**src/rtl/ase_pkg.sv**
```systemverilog
// ==========================================================
// Shared constants for the amplifier status and event bank
package ase_pkg;

  // ========================================================
  // Register offsets
  localparam logic [7:0] OFF_TEST_OVERRIDE_CTRL = 8'h35;
  localparam logic [7:0] OFF_BLOCK_POWER_STATE = 8'h64;
  localparam logic [7:0] OFF_DSP_BOOT_STATE = 8'h65;
  localparam logic [7:0] OFF_FAULT_EVENT_LATCH = 8'h68;
  localparam logic [7:0] OFF_CLOCK_FAULT_EVENT_LATCH = 8'h6c;
  localparam logic [7:0] OFF_SLEEP_SHUTDOWN_CTRL = 8'h79;

  // ========================================================
  // Reset values, and the read data of unmapped offsets
  localparam logic [7:0] RST_TEST_OVERRIDE_CTRL = 8'h00;
  localparam logic [7:0] RST_SLEEP_SHUTDOWN_CTRL = 8'h00;
  localparam logic [1:0] RST_POWER_STATE_SPARE = 2'h0;
  localparam logic RST_FAULT_SPARE = 1'b0;
  localparam logic [7:0] RST_EVENT_FLAGS = 8'h00;
  localparam logic [7:0] RDATA_UNMAPPED = 8'h00;

  // ========================================================
  // Field positions
  localparam int POS_DUMMY_POWERUP_FORCE_OFF = 2;
  localparam int POS_TEST_I2V_STARTUP = 1;
  localparam int POS_INTEGRATOR_CLAMP_DISABLE = 0;
  localparam int POS_CONVERTER_POWERED = 7;
  localparam int POS_OUTPUT_STAGE_POWERED = 6;
  localparam int POS_BOOST_POWERED = 5;
  localparam int POS_BOOST_BYPASS_ACTIVE = 4;
  localparam int POS_CURRENT_SENSE_POWERED = 3;
  localparam int POS_VOLTAGE_SENSE_POWERED = 2;
  localparam int POS_PROCESSOR_BOOT = 2;
  localparam int POS_OVERCURRENT = 7;
  localparam int POS_UNDERVOLTAGE = 6;
  localparam int POS_OVERTEMPERATURE = 4;
  localparam int POS_BROWNOUT = 3;
  localparam int POS_CLOCK_LOST = 2;
  localparam int POS_SAR_DONE = 1;
  localparam int POS_FAULT_SPARE = 0;
  localparam int POS_CLOCK_FAULT_A = 3;
  localparam int POS_CLOCK_FAULT_B = 2;
  localparam int POS_LOW_POWER_EN = 7;

  // ========================================================
  // Clock and clock-error timeouts
  localparam int unsigned CLK_FREQ_KHZ = 25000;
  localparam int TMO_CNT_W = 26;
  localparam int unsigned TMO_US [8] = '{2730, 22000, 44000, 87000,
                                         174000, 350000, 700000, 1400000};
  // Cycles per microsecond first, so the longest timeout stays inside 32 bits
  localparam int unsigned TMO_CYC_DFLT [8] = '{
    TMO_US[0] * (CLK_FREQ_KHZ / 1000), TMO_US[1] * (CLK_FREQ_KHZ / 1000),
    TMO_US[2] * (CLK_FREQ_KHZ / 1000), TMO_US[3] * (CLK_FREQ_KHZ / 1000),
    TMO_US[4] * (CLK_FREQ_KHZ / 1000), TMO_US[5] * (CLK_FREQ_KHZ / 1000),
    TMO_US[6] * (CLK_FREQ_KHZ / 1000), TMO_US[7] * (CLK_FREQ_KHZ / 1000)};

endpackage

```
**src/rtl/ase_evt_if.sv**
```systemverilog
// ==========================================================
// Event bank carrier: conditions and clear in, sticky flags out
interface ase_evt_if #(parameter int W = 8);
  logic [W-1:0] cond;
  logic clr;
  logic [W-1:0] flags;

  modport latch (input cond, input clr, output flags);
  modport owner (output cond, output clr, input flags);
endinterface

```
**src/rtl/ase_clkerr_det.sv**
```systemverilog
// ==========================================================
// Clock-error detector: times the gap between monitored edges
module ase_clkerr_det #(
  parameter int unsigned TMO_CYC [8] = ase_pkg::TMO_CYC_DFLT
) (
  // Clock and reset
  input wire logic clk,
  input wire logic rst,
  // Control
  input wire logic en,
  input wire logic [2:0] sel,
  input wire logic clk_edge,
  // Status
  output logic fault_pulse,
  output logic fault_lvl
);

  typedef enum logic [1:0] {DET_IDLE, DET_WATCH, DET_FAULT} ase_det_st_t;

  ase_det_st_t st_r;
  ase_det_st_t st_nxt;
  logic [ase_pkg::TMO_CNT_W-1:0] cnt_r;
  logic [ase_pkg::TMO_CNT_W-1:0] cnt_nxt;
  logic [ase_pkg::TMO_CNT_W-1:0] limit;
  logic pulse_r;
  logic pulse_nxt;

  // Selected timeout in cycles
  assign limit = ase_pkg::TMO_CNT_W'(TMO_CYC[sel]);

  // Next state: count idle cycles, fault once the gap reaches the limit
  always_comb begin
    st_nxt = st_r;
    cnt_nxt = cnt_r;
    pulse_nxt = 1'b0;
    case (st_r)
      DET_IDLE: begin
        cnt_nxt = '0;
        if (en) begin
          st_nxt = DET_WATCH;
        end
      end
      DET_WATCH: begin
        if (!en) begin
          st_nxt = DET_IDLE;
        end else if (clk_edge) begin
          cnt_nxt = '0;
        end else if (cnt_r >= limit - 1'b1) begin
          st_nxt = DET_FAULT;
          pulse_nxt = 1'b1;
        end else begin
          cnt_nxt = cnt_r + 1'b1;
        end
      end
      DET_FAULT: begin
        cnt_nxt = '0;
        if (!en) begin
          st_nxt = DET_IDLE;
        end else if (clk_edge) begin
          st_nxt = DET_WATCH; // Clock back, recover
        end
      end
      default: begin
        st_nxt = DET_IDLE;
        cnt_nxt = '0;
      end
    endcase
  end

  // State registers
  always_ff @(posedge clk or posedge rst) begin
    if (rst) begin
      st_r <= DET_IDLE;
      cnt_r <= '0;
      pulse_r <= 1'b0;
    end else begin
      st_r <= st_nxt;
      cnt_r <= cnt_nxt;
      pulse_r <= pulse_nxt;
    end
  end

  assign fault_pulse = pulse_r;
  assign fault_lvl = (st_r == DET_FAULT);

endmodule

```
**src/rtl/ase_evt_latch.sv**
```systemverilog
// ==========================================================
// Sticky event flags, cleared as a bank, set beats clear
module ase_evt_latch #(
  parameter int W = 8
) (
  // Clock and reset
  input wire logic clk,
  input wire logic rst,
  // Event bank
  ase_evt_if.latch ev
);

  logic [W-1:0] flags_r;
  logic [W-1:0] flags_nxt;

  // Next flags: hold, clear on read, then OR in new events
  always_comb begin
    flags_nxt = ev.clr ? '0 : flags_r; // Hold until read
    flags_nxt = flags_nxt | ev.cond; // New event beats the clear
  end

  // Flag register
  always_ff @(posedge clk or posedge rst) begin
    if (rst) begin
      flags_r <= '0;
    end else begin
      flags_r <= flags_nxt;
    end
  end

  assign ev.flags = flags_r;

endmodule

```
**src/rtl/ase_status_regs.sv**
```systemverilog
// Overview of operation
// - Power-state bits show DAC, output, boost, sense ADCs.
// - Boot-status bit 2 shows DSP boot progress.
// - Event flags stay set after condition ends.
// - Reading an event register clears its flags.
// - Flag set if event since last read.
// - First event bit 7 flags over-current.
// - First event bit 6 flags under-voltage.
// - First event bit 4 flags over-temperature.
// - First event bit 3 flags brownout.
// - First event bit 2 flags clock lost.
// - First event bit 1 flags SAR complete.
// - Second event bits 3, 2 flag clock errors.
// - Debug bit 2 forces dummy power-up down.
// - Clock timeout shuts down, raises power fault.
module ase_status_regs #(
  parameter int unsigned TMO_CYC [8] = ase_pkg::TMO_CYC_DFLT
) (
  // Clock and reset
  input wire logic MCLK,
  input wire logic RST,
  // Register port
  input wire logic [7:0] REG_ADDR,
  input wire logic [7:0] REG_WDATA,
  input wire logic REG_WR,
  input wire logic REG_RD,
  output logic [7:0] REG_RDATA,
  // Block power state and boot status pins
  input wire logic CONVERTER_POWERED_FLAG,
  input wire logic OUTPUT_STAGE_POWERED_FLAG,
  input wire logic BOOST_POWERED_FLAG,
  input wire logic BOOST_BYPASS_ACTIVE_FLAG,
  input wire logic CURRENT_SENSE_POWERED_FLAG,
  input wire logic VOLTAGE_SENSE_POWERED_FLAG,
  input wire logic PROCESSOR_BOOT_FLAG,
  // Fault condition pins
  input wire logic OVERCURRENT_EVENT,
  input wire logic UNDERVOLTAGE_EVENT,
  input wire logic OVERTEMPERATURE_EVENT,
  input wire logic BROWNOUT_EVENT,
  input wire logic CLOCK_LOST_EVENT,
  input wire logic SAR_DONE_EVENT,
  // Clock-error detector setup and monitored clocks
  input wire logic CLOCK_FAULT_A_EN,
  input wire logic CLOCK_FAULT_B_EN,
  input wire logic [2:0] CLOCK_FAULT_A_TIMEOUT_SEL,
  input wire logic [2:0] CLOCK_FAULT_B_TIMEOUT_SEL,
  input wire logic CLOCK_A_MON,
  input wire logic CLOCK_B_MON,
  // Control outputs
  output logic DUMMY_POWERUP_FORCE_OFF,
  output logic TEST_CURRENT_TO_VOLTAGE_STARTUP,
  output logic INTEGRATOR_CLAMP_DISABLE,
  output logic LOW_POWER_EN,
  output logic POWER_FAULT_SIGNAL,
  output logic DEVICE_SHUTDOWN
);

  // ==========================================================
  // Address decode helper
  function automatic logic addr_hit(input logic [7:0] addr, input logic [7:0] off);
    addr_hit = (addr == off);
  endfunction

  // ==========================================================
  // Pin synchronisers
  localparam int NSYNC = 15;

  logic [NSYNC-1:0] pin_raw;
  logic [NSYNC-1:0] sync1_r;
  logic [NSYNC-1:0] sync2_r;

  // Gather asynchronous pins into one vector
  assign pin_raw = {CONVERTER_POWERED_FLAG, OUTPUT_STAGE_POWERED_FLAG,
                    BOOST_POWERED_FLAG, BOOST_BYPASS_ACTIVE_FLAG,
                    CURRENT_SENSE_POWERED_FLAG, VOLTAGE_SENSE_POWERED_FLAG,
                    PROCESSOR_BOOT_FLAG, OVERCURRENT_EVENT, UNDERVOLTAGE_EVENT,
                    OVERTEMPERATURE_EVENT, BROWNOUT_EVENT, CLOCK_LOST_EVENT,
                    SAR_DONE_EVENT, CLOCK_A_MON, CLOCK_B_MON};

  // Two flip-flops per pin; only the second stage is read
  genvar gi;
  generate
    for (gi = 0; gi < NSYNC; gi++) begin : g_sync
      always_ff @(posedge MCLK or posedge RST) begin
        if (RST) begin
          sync1_r[gi] <= 1'b0;
          sync2_r[gi] <= 1'b0;
        end else begin
          sync1_r[gi] <= pin_raw[gi];
          sync2_r[gi] <= sync1_r[gi];
        end
      end
    end
  endgenerate

  // Named views of the synchronised pins
  logic converter_powered_flag;
  logic output_stage_powered_flag;
  logic boost_powered_flag;
  logic boost_bypass_active_flag;
  logic current_sense_powered_flag;
  logic voltage_sense_powered_flag;
  logic processor_boot_flag;
  logic overcurrent_event;
  logic undervoltage_event;
  logic overtemperature_event;
  logic brownout_event;
  logic clock_lost_event;
  logic sar_done_event;
  logic [1:0] mon_s;

  assign {converter_powered_flag, output_stage_powered_flag, boost_powered_flag,
          boost_bypass_active_flag, current_sense_powered_flag,
          voltage_sense_powered_flag, processor_boot_flag, overcurrent_event,
          undervoltage_event, overtemperature_event, brownout_event,
          clock_lost_event, sar_done_event, mon_s} = sync2_r;

  // ==========================================================
  // Register port decode
  logic wr_test;
  logic wr_power;
  logic wr_fault;
  logic wr_sleep;
  logic rd_fault;
  logic rd_clock_fault;

  // Write and clearing-read strobes
  assign wr_test = REG_WR && addr_hit(REG_ADDR, ase_pkg::OFF_TEST_OVERRIDE_CTRL);
  assign wr_power = REG_WR && addr_hit(REG_ADDR, ase_pkg::OFF_BLOCK_POWER_STATE);
  assign wr_fault = REG_WR && addr_hit(REG_ADDR, ase_pkg::OFF_FAULT_EVENT_LATCH);
  assign wr_sleep = REG_WR && addr_hit(REG_ADDR, ase_pkg::OFF_SLEEP_SHUTDOWN_CTRL);
  assign rd_fault = REG_RD && addr_hit(REG_ADDR, ase_pkg::OFF_FAULT_EVENT_LATCH);
  assign rd_clock_fault = REG_RD
                          && addr_hit(REG_ADDR, ase_pkg::OFF_CLOCK_FAULT_EVENT_LATCH);

  // ==========================================================
  // Writable storage
  logic [7:0] test_ctrl_r;
  logic [7:0] test_ctrl_nxt;
  logic [7:0] sleep_ctrl_r;
  logic [7:0] sleep_ctrl_nxt;
  logic [1:0] power_spare_r;
  logic [1:0] power_spare_nxt;
  logic fault_spare_r;
  logic fault_spare_nxt;

  // Next values of the read/write fields
  always_comb begin
    test_ctrl_nxt = test_ctrl_r;
    sleep_ctrl_nxt = sleep_ctrl_r;
    power_spare_nxt = power_spare_r;
    fault_spare_nxt = fault_spare_r;
    if (wr_test) begin
      test_ctrl_nxt = REG_WDATA;
    end
    if (wr_sleep) begin
      sleep_ctrl_nxt = REG_WDATA;
    end
    if (wr_power) begin
      power_spare_nxt = REG_WDATA[1:0]; // Status bits above ignore writes
    end
    if (wr_fault) begin
      fault_spare_nxt = REG_WDATA[ase_pkg::POS_FAULT_SPARE];
    end
  end

  // Register the writable fields
  always_ff @(posedge MCLK or posedge RST) begin
    if (RST) begin
      test_ctrl_r <= ase_pkg::RST_TEST_OVERRIDE_CTRL;
      sleep_ctrl_r <= ase_pkg::RST_SLEEP_SHUTDOWN_CTRL;
      power_spare_r <= ase_pkg::RST_POWER_STATE_SPARE;
      fault_spare_r <= ase_pkg::RST_FAULT_SPARE;
    end else begin
      test_ctrl_r <= test_ctrl_nxt;
      sleep_ctrl_r <= sleep_ctrl_nxt;
      power_spare_r <= power_spare_nxt;
      fault_spare_r <= fault_spare_nxt;
    end
  end

  // Control outputs straight from register bits
  assign DUMMY_POWERUP_FORCE_OFF = test_ctrl_r[ase_pkg::POS_DUMMY_POWERUP_FORCE_OFF];
  assign TEST_CURRENT_TO_VOLTAGE_STARTUP = test_ctrl_r[ase_pkg::POS_TEST_I2V_STARTUP];
  assign INTEGRATOR_CLAMP_DISABLE = test_ctrl_r[ase_pkg::POS_INTEGRATOR_CLAMP_DISABLE];
  assign LOW_POWER_EN = sleep_ctrl_r[ase_pkg::POS_LOW_POWER_EN];

  // ==========================================================
  // Clock-error detectors
  logic [1:0] mon_q_r;
  logic [1:0] mon_q_nxt;
  logic [1:0] mon_edge;
  logic [1:0] det_en;
  logic [2:0] det_sel [2];
  logic [1:0] det_pulse;
  logic [1:0] det_lvl;

  // Previous monitored level for edge detection
  always_comb begin
    mon_q_nxt = mon_s;
  end

  always_ff @(posedge MCLK or posedge RST) begin
    if (RST) begin
      mon_q_r <= 2'h0;
    end else begin
      mon_q_r <= mon_q_nxt;
    end
  end

  // Any change of the monitored clock counts as activity
  assign mon_edge = mon_s ^ mon_q_r;
  assign det_en = {CLOCK_FAULT_A_EN, CLOCK_FAULT_B_EN};
  assign det_sel[1] = CLOCK_FAULT_A_TIMEOUT_SEL;
  assign det_sel[0] = CLOCK_FAULT_B_TIMEOUT_SEL;

  // Detector A at index 1, detector B at index 0
  generate
    for (gi = 0; gi < 2; gi++) begin : g_det
      ase_clkerr_det #(
        .TMO_CYC(TMO_CYC)
      ) u_det (
        .clk(MCLK),
        .rst(RST),
        .en(det_en[gi]),
        .sel(det_sel[gi]),
        .clk_edge(mon_edge[gi]),
        .fault_pulse(det_pulse[gi]),
        .fault_lvl(det_lvl[gi])
      );
    end
  endgenerate

  // Power fault and shutdown follow any timed-out detector
  logic pfault_r;
  logic pfault_nxt;

  always_comb begin
    pfault_nxt = |det_lvl;
  end

  always_ff @(posedge MCLK or posedge RST) begin
    if (RST) begin
      pfault_r <= 1'b0;
    end else begin
      pfault_r <= pfault_nxt;
    end
  end

  assign POWER_FAULT_SIGNAL = pfault_r;
  assign DEVICE_SHUTDOWN = pfault_r;

  // ==========================================================
  // Sticky event banks
  ase_evt_if #(.W(8)) fault_ev ();
  ase_evt_if #(.W(8)) clock_fault_ev ();

  // Fault conditions placed at their bit positions
  always_comb begin
    fault_ev.cond = 8'h00;
    fault_ev.cond[ase_pkg::POS_OVERCURRENT] = overcurrent_event;
    fault_ev.cond[ase_pkg::POS_UNDERVOLTAGE] = undervoltage_event;
    fault_ev.cond[ase_pkg::POS_OVERTEMPERATURE] = overtemperature_event;
    fault_ev.cond[ase_pkg::POS_BROWNOUT] = brownout_event;
    fault_ev.cond[ase_pkg::POS_CLOCK_LOST] = clock_lost_event;
    fault_ev.cond[ase_pkg::POS_SAR_DONE] = sar_done_event;
    clock_fault_ev.cond = 8'h00;
    clock_fault_ev.cond[ase_pkg::POS_CLOCK_FAULT_A] = det_pulse[1];
    clock_fault_ev.cond[ase_pkg::POS_CLOCK_FAULT_B] = det_pulse[0];
  end

  // A read of a bank clears it in the same edge that returns it
  assign fault_ev.clr = rd_fault;
  assign clock_fault_ev.clr = rd_clock_fault;

  // Flags hold until read; new events win over the clear
  ase_evt_latch #(
    .W(8)
  ) u_fault_latch (
    .clk(MCLK),
    .rst(RST),
    .ev(fault_ev.latch)
  );

  ase_evt_latch #(
    .W(8)
  ) u_clock_fault_latch (
    .clk(MCLK),
    .rst(RST),
    .ev(clock_fault_ev.latch)
  );

  // ==========================================================
  // Read data
  logic [7:0] power_view;
  logic [7:0] boot_view;
  logic [7:0] fault_view;
  logic [7:0] rdata_r;
  logic [7:0] rdata_nxt;

  // Live power state, spare bits from storage
  always_comb begin
    power_view = {6'h00, power_spare_r};
    power_view[ase_pkg::POS_CONVERTER_POWERED] = converter_powered_flag;
    power_view[ase_pkg::POS_OUTPUT_STAGE_POWERED] = output_stage_powered_flag;
    power_view[ase_pkg::POS_BOOST_POWERED] = boost_powered_flag;
    power_view[ase_pkg::POS_BOOST_BYPASS_ACTIVE] = boost_bypass_active_flag;
    power_view[ase_pkg::POS_CURRENT_SENSE_POWERED] = current_sense_powered_flag;
    power_view[ase_pkg::POS_VOLTAGE_SENSE_POWERED] = voltage_sense_powered_flag;
    boot_view = 8'h00;
    boot_view[ase_pkg::POS_PROCESSOR_BOOT] = processor_boot_flag; // High while busy
    fault_view = fault_ev.flags;
    fault_view[ase_pkg::POS_FAULT_SPARE] = fault_spare_r;
  end

  // Read multiplexer, held until the next read
  always_comb begin
    rdata_nxt = rdata_r;
    if (REG_RD) begin
      case (REG_ADDR)
        ase_pkg::OFF_TEST_OVERRIDE_CTRL: rdata_nxt = test_ctrl_r;
        ase_pkg::OFF_BLOCK_POWER_STATE: rdata_nxt = power_view;
        ase_pkg::OFF_DSP_BOOT_STATE: rdata_nxt = boot_view;
        ase_pkg::OFF_FAULT_EVENT_LATCH: rdata_nxt = fault_view;
        ase_pkg::OFF_CLOCK_FAULT_EVENT_LATCH: rdata_nxt = clock_fault_ev.flags;
        ase_pkg::OFF_SLEEP_SHUTDOWN_CTRL: rdata_nxt = sleep_ctrl_r;
        default: rdata_nxt = ase_pkg::RDATA_UNMAPPED;
      endcase
    end
  end

  always_ff @(posedge MCLK or posedge RST) begin
    if (RST) begin
      rdata_r <= 8'h00;
    end else begin
      rdata_r <= rdata_nxt;
    end
  end

  assign REG_RDATA = rdata_r;

endmodule
```
**config.mk**
```make
export PLATFORM = sky130hd
export DESIGN_NAME = ase_status_regs
export DESIGN_NICKNAME = d
export VERILOG_FILES = /design/src/rtl/ase_pkg.sv /design/src/rtl/ase_evt_if.sv /design/src/rtl/ase_clkerr_det.sv /design/src/rtl/ase_evt_latch.sv /design/src/rtl/ase_status_regs.sv
export SDC_FILE = /design/constraint.sdc
export NUM_CORES = 1
export LEC_CHECK = 0
export BUFFER_PORTS_ARGS = -buffer_cell sky130_fd_sc_hd__buf_2
export CAP_MARGIN = 0
export CORE_MARGIN = 4
export CORE_UTILIZATION = 45
export CTS_BUF_LIST = sky130_fd_sc_hd__clkbuf_4 sky130_fd_sc_hd__clkbuf_8 sky130_fd_sc_hd__clkbuf_16
export CTS_CLUSTER_DIAMETER = 120
export DETAILED_ROUTE_END_ITERATION = 6
export HOLD_SLACK_MARGIN = 0.08
export SETUP_SLACK_MARGIN = 0.05
export SLEW_MARGIN = 20
export SYNTH_ARGS = -nofsm -noshare
export SYNTH_HDL_FRONTEND = slang
export SYNTH_HIERARCHICAL = 1
export SYNTH_SLANG_ARGS = --single-unit
```
**constraint.sdc**
```tcl
create_clock -name MCLK -period 3.1 [get_ports MCLK]
set_input_delay 0.31 -clock MCLK [delete_from_list [all_inputs] [get_ports MCLK]]
set_output_delay 0.31 -clock MCLK [all_outputs]
set_load 0.02 [all_outputs]
```
==> results of run 1 <==
-- cells in the final DEF (no fill, tap or decap), types with 7 or more instances in the layout --
cell and instances:
buf_6 20, inv_2 9, mux2_4 9, buf_4 108, o21ai_2 27, xnor2_1 10, a22oi_1 7, clkbuf_16 17
nor2_1 56, nand4_1 25, dfrtp_1 133, nor3_1 19, dlygate4sd3_1 16, mux2_1 10, nor2b_1 7, ha_4 7
and2_1 8, ha_1 68, conb_1 7, nand2b_1 7, and3_1 17, a31oi_1 15, a22o_1 15, a21o_1 22
o21ai_0 22, nand3_1 18, buf_2 53, o21ai_1 37, inv_1 28, a21oi_2 9, or3_1 9, nand2_1 70
nand2_2 7, a21oi_1 34
-- worst reg2reg max path, delay by kind of cell (launching register included) --
kind / cells / cell delay, ps
AOI/OAI and AO/OA: 4 / 710
adders and majority gates: 1 / 360
buffers and inverters: 2 / 300
DFF: 1 / 480
and+or+nand+nor: 3 / 800
-- through the flow --
step / TNS (ps) / total power [uW] / cells
after CTS: -16930 / 4570 / 1299
after floorplan: -25410 / 2190 / 876
final: -14550 / 4570 / 1309
after global routing: -26980 / 4780 / 1309
after global placement: -42390 / 2450 / 1241
after detailed placement: -47350 / 2450 / 1241
-- state kept, by name, summed over array words and instances, names as in the netlist, 2 cells and up --
register	flops
g_det.u_det/cnt_r	52
sync1_r	15
REG_RDATA	8
sleep_ctrl_r	8
test_ctrl_r	8
u_clock_fault_latch/ev.flags	8
u_fault_latch/ev.flags	7
g_det.u_det/st_r	4
g_det.u_det/fault_pulse	2
mon_q_nxt	2
mon_q_r	2
power_spare_r	2
-- power by group through the flow --
stage,clock (uW),sequential [uW],combinational [uW]
after floorplan,0,1840,356
after global placement,0,1830,616
after detailed placement,0,1830,618
after CTS,2090,1800,676
after global routing,2180,1810,787
final,2060,1800,712
-- cell type report --
cell class / count / share of cell area [%]
Timing Repair Buffer: 203 / 14.1
Clock inverter: 12 / 1.28
Tap cell: 229 / 2.57
Sequential cell: 133 / 29.8
Clock buffer: 20 / 4.18
Inverter: 40 / 1.45
Multi-Input combinational cell: 672 / 46.6
-- repair_timing --
action / in CTS / in global routing
pin swaps: 40 / 28
endpoints found under the setup margin: 58 / 58
buffers inserted: 11 / 10
hold endpoints to repair: 116 / 0
hold buffers: 16 / 0
gates resized for setup: 61 / 47
-- worst paths after layout --
check	from	to	slack, ps
worst max-delay path	CLOCK_FAULT_B_TIMEOUT_SEL[1]	g_det[0].u_det/cnt_r[19]	-480
max in group asynchronous	RST	sync1_r[6]	1660
worst max register to register	g_det[0].u_det/cnt_r[7]	g_det[0].u_det/cnt_r[19]	390
worst min-delay path	REG_WDATA[3]	sleep_ctrl_r[3]	120
min in group asynchronous	RST	u_fault_latch/ev.flags[2]	470
worst min register to register	sync1_r[14]	converter_powered_flag	340
-- metal layers --
| layer | GRT usage [%] | vias to the layer above | wire length [um] |
|---|---|---|---|
| met2 | 33.5 | 137 | 9980 |
| met3 | 4.07 | 13 | 804 |
| li1 | - | 3579 | - |
| met5 | 0 | - | 0 |
| met1 | 29.5 | 3443 | 10400 |
| met4 | 5.30 | 0 | 145 |
==> out/summary.txt, run 1 <==
Reg power frac - 39.4%
CP Max Fanout - 4
Iteration-0 DRC Markers - 383
WP data required - 3460 ps
Startpoint types - primary input
Worst path depth - 23
Initial antenna violation count - 0
Slowest cell delay on critical path - 360 ps
Vias in the first global route - 7,110
Total die area - 20,800 um^2
Delay-heaviest family, CP - simple AND/OR/NAND/NOR gates
Clock slew at reported path FFs - 60 ps
Outcome - finished with violations
TritonCTS clock tree - yes
VDD IR max - 336 uV
Slew headroom - 39.6%
First-pass GRT wire length - 35.2 mm
Clock Sinks - 133
FF+latch area - 3330 um^2
# diodes - 0
Arr. time, crit path - 3940 ps
Pwr dens - 410 nW/um^2
Crit path time final - 3580 ps
Psw - 1200 uW
Wirelength, routed - 21.3 mm
Worst-case clock buffer depth - 2
Root Driver - clkbuf_16
ANT nets after route - 0
Die height - 144 um
R2r worst-path depth - 10
Clk_lat worst skew - 420 ps
Chip width - 144 um
Dpl ws - -1000 ps
Post-layout net count - 1,188
Layout area overhead - 33.8%
Cell area after layout - 11,200 um^2
Mapped cell area - 8340 um^2
Setup CP Type - primary input to flop
Clock share of power - 45.0%
Final Hold Slack - 120 ps
Vias per inst - 5.48
Syn_area_per_cell - 9.59 um^2
Share of cells above drive strength 1 - 32.6%
FP Rows - 49
Core Region - 18,100 um^2
Largest net degree at the start of global routing - 33
TritonRoute pass-1 iters - 5
Post-Synthesis Cells - 870
CP max-delay cell - or3_4
Worst Hold Depth - 2
Buffers & Inverters on Critical Path - 7
Synth Warn # - 6
HPWL after detailed placement - 15.1 mm
Total CTS buffers - 17
Net Sw Frac - 26.3%
Crit end category - flop
Max Cap Viol - 0
Clock skew - 12.7 ps
Total track usage - 21.0%
Htree depth - 4
Combinational share of power - 15.6%
Fin util - 61.7%
Worst-path cell chain - buf_8, clkinvlp_4, ha_4, inv_2, ha_4, inv_2, ha_4, nand2_4, nor3_4, and3_4, o2111ai_4, a2111oi_4, buf_4, a21oi_2, ha_1, nand4_1, inv_1, a221oi_2, nand2_1, or3_4, buf_6, or3_1, nand3_1
Violated checks - setup timing
Crit path top cell by count - ha_4
Crit share post-route - 116%
Power Internal - 3370 uW
Multi-input gate area in the final layout - 5200 um^2
PortBufs - 56
Post-route DRC - 0
HP Class - primary input to flop
DP Area - 9800 um^2
Setup violators final - 55
Final Max Slew Viols - 0
Final-report hold violation count - 0
Grt ovf - 0
Initial Util - 46.1%
GPL Wtd Cong - 0.823
Top Ports - 57
Worst Tran Pin Value - 903 ps
Vias - 7,172
Number of fill cells - 1,516
RSZ-0062 raised after global routing - yes
LEAKAGE - 0.00521 uW
Wire per inst - 16.3 um
Final WS setup - -483 ps
Upper clock frequency limit - 0.279 GHz
Power figures use the tool's default switching activity.
==> run 2: changes to the inputs <==
--- a/config.mk
+++ b/config.mk
@@ -8,11 +8,12 @@
 export BUFFER_PORTS_ARGS = -buffer_cell sky130_fd_sc_hd__buf_2
 export CAP_MARGIN = 0
 export CORE_MARGIN = 4
-export CORE_UTILIZATION = 45
+export CORE_UTILIZATION = 55
 export CTS_BUF_LIST = sky130_fd_sc_hd__clkbuf_4 sky130_fd_sc_hd__clkbuf_8 sky130_fd_sc_hd__clkbuf_16
 export CTS_CLUSTER_DIAMETER = 120
 export DETAILED_ROUTE_END_ITERATION = 6
 export HOLD_SLACK_MARGIN = 0.08
+export PLACE_DENSITY = 0.74
 export SETUP_SLACK_MARGIN = 0.05
 export SLEW_MARGIN = 20
 export SYNTH_ARGS = -nofsm -noshare
==> constraint.sdc (replaced) <==
create_clock -name MCLK -period 4.3 [get_ports MCLK]
set_input_delay 0.43 -clock MCLK [delete_from_list [all_inputs] [get_ports MCLK]]
set_output_delay 0.43 -clock MCLK [all_outputs]
set_load 0.02 [all_outputs]
==> run 2 against run 1 <==
Against the previous run: the flow now finishes without violations; critical path depth down 2; hold slack worse by 3.2 ps; sequential power down 28%; register-to-register slack better by 1200 ps; global-route usage up 2.1 points; clock power down 33%; clock-buffer cell count down 2; combinational power down 46%; clock skew down 5.5 ps; core utilization up 4.6 points; setup slack better by 750 ps.
==> out/summary.txt, run 2 (synthesis gave the netlist of run 1 again) <==
Outcome - finished clean
Crit share post-route - 93.7%
Most frequent cells in the layout - dfrtp_1, nand2_1, ha_1
Clock share of power - 45.3% (+0.3 points)
Slew headroom - 37.9% (-1.8 points)
Commonest non-fill, non-tap cell in the layout - dfrtp_1
Die height - 131 um (-9.0%)
Post-layout net count - 1,095 (-7.8%)
CP Max Fanout - 9 (+5)
Total track usage - 23.1% (+2.1 points)
Largest net degree at the start of global routing - 61 (+85%)
Multi-input gate area in the final layout - 4780 um^2 (-8.1%)
Setup CP Type - primary input to flop
GR Util met2 - 37.7% (+4.2 points)
Vias per inst - 6.00 (+9.5%)
First-pass GRT wire length - 33.3 mm (-5.4%)
Final Max Slew Viols - 0 (unchanged)
Fin util - 66.3% (+4.6 points)
Post-route DRC - 0 (unchanged)
Top Ports - 57 (unchanged)
GPL Wtd Cong - 0.896 (+8.8%)
Vias - 7,030 (-2.0%)
Initial antenna violation count - 1 (+1)
Final-report hold violation count - 0 (unchanged)
Net Sw Frac - 26.9% (+0.65 points)
HP Class - primary input to flop
VDD IR max - 283 uV (-16%)
Startpoint types - primary input
PortBufs - 56 (unchanged)
FP Rows - 44 (-10%)
Total die area - 17,200 um^2 (-17%)
WP data required - 4650 ps (+1190 ps)
Biggest regs - g_det.u_det/cnt_r x52, sync1_r x15
Wire per inst - 17.1 um (+5.0%)
Clock skew - 7.19 ps (-5.52 ps)
TritonCTS clock tree - yes
Reg power frac - 42.2% (+2.8 points)
Biggest register - g_det.u_det/cnt_r
Number of fill cells - 1,157 (-24%)
Crit path time final - 4030 ps
Combinational share of power - 12.5% (-3.1 points)
Met3 GRT Util - 4.17% (+0.099 points)
Clock Sinks - 133 (unchanged)
FF+latch area - 3330 um^2 (unchanged)
Worst-case clock buffer depth - 2 (unchanged)
ANT nets after route - 0 (unchanged)
Grt ovf - 0 (unchanged)
Upper clock frequency limit - 0.248 GHz
TritonRoute pass-1 iters - 7 (+2)
Iteration-0 DRC Markers - 512 (+34%)
Setup violators final - 0 (-100%)
Worst Tran Pin Value - 928 ps (+25.0 ps)
Layout area overhead - 16.9%
Root Driver - clkbuf_16
Final Hold Slack - 117 ps (-3.19 ps)
Total CTS buffers - 17 (unchanged)
Chip width - 131 um (-9.0%)
Wirelength, routed - 20.1 mm (-6.0%)
Cell area after layout - 9750 um^2 (-13%)
Clk_lat worst skew - 410 ps (about the same)
Initial Util - 56.7% (+11 points)
Psw - 829 uW (-31%)
HPWL after detailed placement - 14.3 mm (-5.5%)
Power Internal - 2250 uW (-33%)
Share of cells above drive strength 1 - 19.5% (-13 points)
LEAKAGE - 0.00462 uW (-11%)
Arr. time, crit path - 4380 ps (+440 ps)
Crit end category - flop
Core Region - 14,700 um^2 (-19%)
RSZ-0062 raised after global routing - no
Vias in the first global route - 6,761 (-4.9%)
Busiest metal layer after global routing - met2
Clock slew at reported path FFs - 60 ps (about the same)
DP Area - 9070 um^2 (-7.4%)
Max FFs per register - 52 (unchanged)
Setup_tns - 0 ps (+14,550 ps)
Max Cap Viol - 0 (unchanged)
M1 GR Usage - 31.7% (+2.2 points)
Slack of the worst reg-to-reg path - 1580 ps (+1190 ps)
Htree depth - 4 (unchanged)
Pwr dens - 316 nW/um^2 (-23%)
run 2: cell count changes in the layout (fill, tap and decap cells not counted), sizes merged, moves of 2 or more:
cell / previous run / this run
dlygate4sd3: 16 / 1
inv: 41 / 45
clkbuf: 20 / 18
buf: 187 / 107
clkinvlp: 4 / 2
run 2: worst max-delay path, stage by stage:
cell and delay, ps:
buf_2 90, inv_1 50, ha_1 290, inv_1 40, ha_1 190, inv_1 60, ha_1 150, nand2_1 60
nor3_2 140, and3_4 210, o2111ai_2 160, a2111oi_4 370, a211oi_1 90, ha_1 280, nand2_1 80, o21ai_0 110
a221oi_2 300, nand2_1 270, or3_4 510, or3_1 380, nand3_1 90
run 2: timing repair:
action / CTS / global route
resized for setup: 0 / 6
buffers inserted: 0 / 4
hold endpoints to repair: 15 / 0
endpoints found under the setup margin: 0 / 28
hold buffers: 1 / 0
run 2: worst paths after layout:
| kind | startpoint | to | depth (start not counted) |
|---|---|---|---|
| min reg2reg | sync1_r[6] | undervoltage_event | 0 |
| min | VOLTAGE_SENSE_POWERED_FLAG | sync1_r[9] | 1 |
| min in group asynchronous | RST | u_fault_latch/ev.flags[4] | 3 |
| max in group asynchronous | RST | sar_done_event | 4 |
| max | CLOCK_FAULT_B_TIMEOUT_SEL[0] | g_det[0].u_det/cnt_r[19] | 21 |
| max reg2reg | g_det[0].u_det/cnt_r[23] | g_det[0].u_det/cnt_r[19] | 8 |
run 2: per-stage QoR:
step | setup slack, ps | power (uW) | std cells
floorplan | 107 | 1560 | 876
global placement | -282 | 1690 | 1132
detailed placement | -310 | 1700 | 1132
CTS | 85.0 | 3080 | 1165
global route | 29.6 | 3220 | 1172
finish | 270 | 3080 | 1172
run 2: per-layer routing:
| layer | share of wire [%] | wire length, um |
|---|---|---|
| met5 | 0 | 0 |
| met2 | 49 | 9820 |
| met4 | 1.4 | 280 |
| met3 | 4.5 | 901 |
| met1 | 45 | 9070 |
run 2: cell type report:
cell class	instances	area share, %
Multi-Input combinational cell	674	49.0
Sequential cell	133	34.1
Timing Repair Buffer	108	7.03
Clock buffer	18	4.44
Tap cell	184	2.36
Inverter	40	1.54
Clock inverter	14	1.44
Antenna cell	1	0.0257
run 2: power by group through the flow:
stage	logic, uW	registers, uW	clock network [uW]
2_1_floorplan	233	1330	0
3_3_place_gp	365	1320	0
3_5_place_dp	373	1320	0
4_1_cts	376	1300	1410
5_1_grt	431	1300	1480
6_report	385	1300	1390
==> run 3: changes to the inputs <==
==> constraint.sdc (replaced) <==
create_clock -name MCLK -period 3.82 [get_ports MCLK]
set_input_delay 0.382 -clock MCLK [delete_from_list [all_inputs] [get_ports MCLK]]
set_output_delay 0.382 -clock MCLK [all_outputs]
set_load 0.02 [all_outputs]
==> run 3 against run 2 <==
Against the previous run: the flow now finishes with violations (setup timing); register-to-register slack got worse by 520 ps; first-iteration DRC count is 36% higher; via count up 5.5%; clock skew up 1.8 ps; setup slack lost 350 ps; sequential cell count unchanged; clock-buffer cell count unchanged; total power is 21% higher; combinational power up 38%; sequential share of layout area is 2.9 points lower; clock power grew 24%; global-route usage grew 0.84 points; critical endpoint is now g_det[0].u_det/cnt_r[17].
==> out/summary.txt, run 3 (synthesis gave the netlist of run 1 again) <==
Final WS setup - -75.3 ps (-346 ps)
Violated checks - setup timing
Crit share post-route - 102%
Initial Util - 56.7% (unchanged)
Total CTS buffers - 17 (unchanged)
Cell area after layout - 10,600 um^2 (+9.2%)
Share of cells above drive strength 1 - 26.7% (+7.2 points)
Clock slew at reported path FFs - 60 ps (about the same)
Vias - 7,416 (+5.5%)
Grt ovf - 0 (unchanged)
Crit end category - flop
PortBufs - 56 (unchanged)
LEAKAGE - 0.00507 uW (+9.6%)
Setup violators final - 5 (+5)
Clock Sinks - 133 (unchanged)
Layout area overhead - 27.6%
Arr. time, crit path - 4190 ps (-190 ps)
HPWL after detailed placement - 14.8 mm (+3.4%)
Initial antenna violation count - 1 (unchanged)
Final Max Slew Viols - 0 (unchanged)
Wire per inst - 17.5 um (+1.9%)
Commonest non-fill, non-tap cell in the layout - dfrtp_1
FP Rows - 44 (unchanged)
Clk_lat worst skew - 430 ps (+20 ps)
Wirelength, routed - 21.6 mm (+7.6%)
Biggest regs - g_det.u_det/cnt_r x52, sync1_r x15
Max FFs per register - 52 (unchanged)
Post-layout net count - 1,162 (+6.1%)
Dpl cells - 1,169 (+3.3%)
GPL Wtd Cong - 0.992 (+11%)
Largest net degree at the start of global routing - 42 (-31%)
Most frequent cells in the layout - dfrtp_1, buf_4, ha_1
Final-report hold violation count - 0 (unchanged)
Top Ports - 57 (unchanged)
Biggest register - g_det.u_det/cnt_r
Outcome - finished with violations
Total track usage - 23.9% (+0.84 points)
Total die area - 17,200 um^2 (unchanged)
Vias in the first global route - 6,891 (+1.9%)
WP data required - 4120 ps (-530 ps)
Iteration-0 DRC Markers - 698 (+36%)
Upper clock frequency limit - 0.257 GHz
Vias per inst - 5.99 (-0.13%)
HP Class - primary input to flop
CP Max Fanout - 5 (-4)
TritonCTS clock tree - yes
Worst Tran Pin Value - 854 ps (-73.8 ps)
Clock skew - 8.95 ps (+1.77 ps)
VDD IR max - 345 uV (+22%)
TritonRoute pass-1 iters - 5 (-2)
Slew headroom - 43.0% (+5.1 points)
Crit path time final - 3900 ps
# diodes - 0 (-1)
Max Cap Viol - 0 (unchanged)
Cell Count, Final, Fillers Out - 1,238 (+5.6%)
Root Driver - clkbuf_16
RSZ-0062 raised after global routing - yes
Pwr dens - 350 nW/um^2 (+11%)
Chip width - 131 um (unchanged)
ANT nets after route - 0 (unchanged)
Setup CP Type - primary input to flop
Htree depth - 4 (unchanged)
Startpoint types - primary input
First-pass GRT wire length - 34.2 mm (+2.5%)
Core Region - 14,700 um^2 (unchanged)
Worst-case clock buffer depth - 2 (unchanged)
Post-route DRC - 0 (unchanged)
Die height - 131 um (unchanged)
DP Area - 9450 um^2 (+4.1%)
-- run 3: changes by cell type in the layout (fill, tap and decap cells not counted), sizes merged, moves of 2 or more --
cell / previous run / this run
clkinv: 6 / 2
buf: 107 / 158
bufinv: 1 / 3
clkbuf: 18 / 20
dlygate4sd3: 1 / 16
-- run 3: final timing paths --
path,from,to,slack (ps),cells past startpoint
min reg2reg,sync1_r[2],sar_done_event,350,0
max in group asynchronous,RST,test_ctrl_r[3],2300,4
min,REG_WDATA[7],sleep_ctrl_r[7],210,2
max reg2reg,g_det[0].u_det/cnt_r[13],g_det[0].u_det/cnt_r[17],1060,11
max,CLOCK_FAULT_B_TIMEOUT_SEL[0],g_det[0].u_det/cnt_r[17],-80,24
min in group asynchronous,RST,g_det[0].u_det/fault_pulse,430,3
-- run 3: repair_timing --
| action | in CTS | in global routing |
|---|---|---|
| pin swaps | 0 | 23 |
| gates resized for setup | 1 | 53 |
| endpoints found under the setup margin | 3 | 50 |
| gates cloned | 0 | 4 |
| hold buffers | 15 | 1 |
| setup buffers | 0 | 17 |
| endpoints found under the hold margin | 30 | 1 |
-- run 3: layout make-up --
type	count	area [um^2]
Multi-Input combinational cell	673	4990
Fill cell	1038	4060
Sequential cell	133	3330
Timing Repair Buffer	176	1310
Clock buffer	18	433
Tap cell	184	230
Clock inverter	14	189
Inverter	40	154
-- run 3: stage by stage --
step	worst slack, ps	TNS [ps]	utilization [%]	hold slack, ps	total power (uW)
after floorplan	-82.4	-1070	-	185	1770
after global placement	-272	-7190	64.3	302	1950
after detailed placement	-397	-11080	64.3	305	1950
after CTS	95.6	0	69.6	83.8	3690
after global routing	-241	-3820	72.4	194	3880
final	-75.3	-188	72.4	205	3730
-- run 3: power breakdown --
part	leakage (uW)	switching, uW	internal [uW]
Sequential	0.00170	19.2	1440
Clock	0.000300	674	1060
Combinational	0.00307	298	235
Total	0.00507	991	2730
-- run 3: critical path, cell delays in order --
cell and delay, ps:
buf_2 90, inv_1 80, ha_4 280, inv_2 40, ha_4 150, inv_2 50, ha_4 130, nand2_4 50
nor3_4 130, and3_4 230, o2111ai_4 120, a2111oi_4 330, a21oi_1 80, ha_1 310, and4_4 230, nor4b_4 200
o211ai_2 140, a2111oi_4 400, buf_4 200, nor3_4 40, buf_6 170, clkbuf_16 160, a21oi_2 120, mux2i_1 80
-- run 3: per-layer routing --
metal  track usage, %  part of all wire [%]  vias up
met5                0                 0.060        -
met2             37.8                    48      273
met1             33.5                    44     3576
met4             6.88                   1.8        2
met3             5.28                   5.6       45
li1                 -                     -     3520
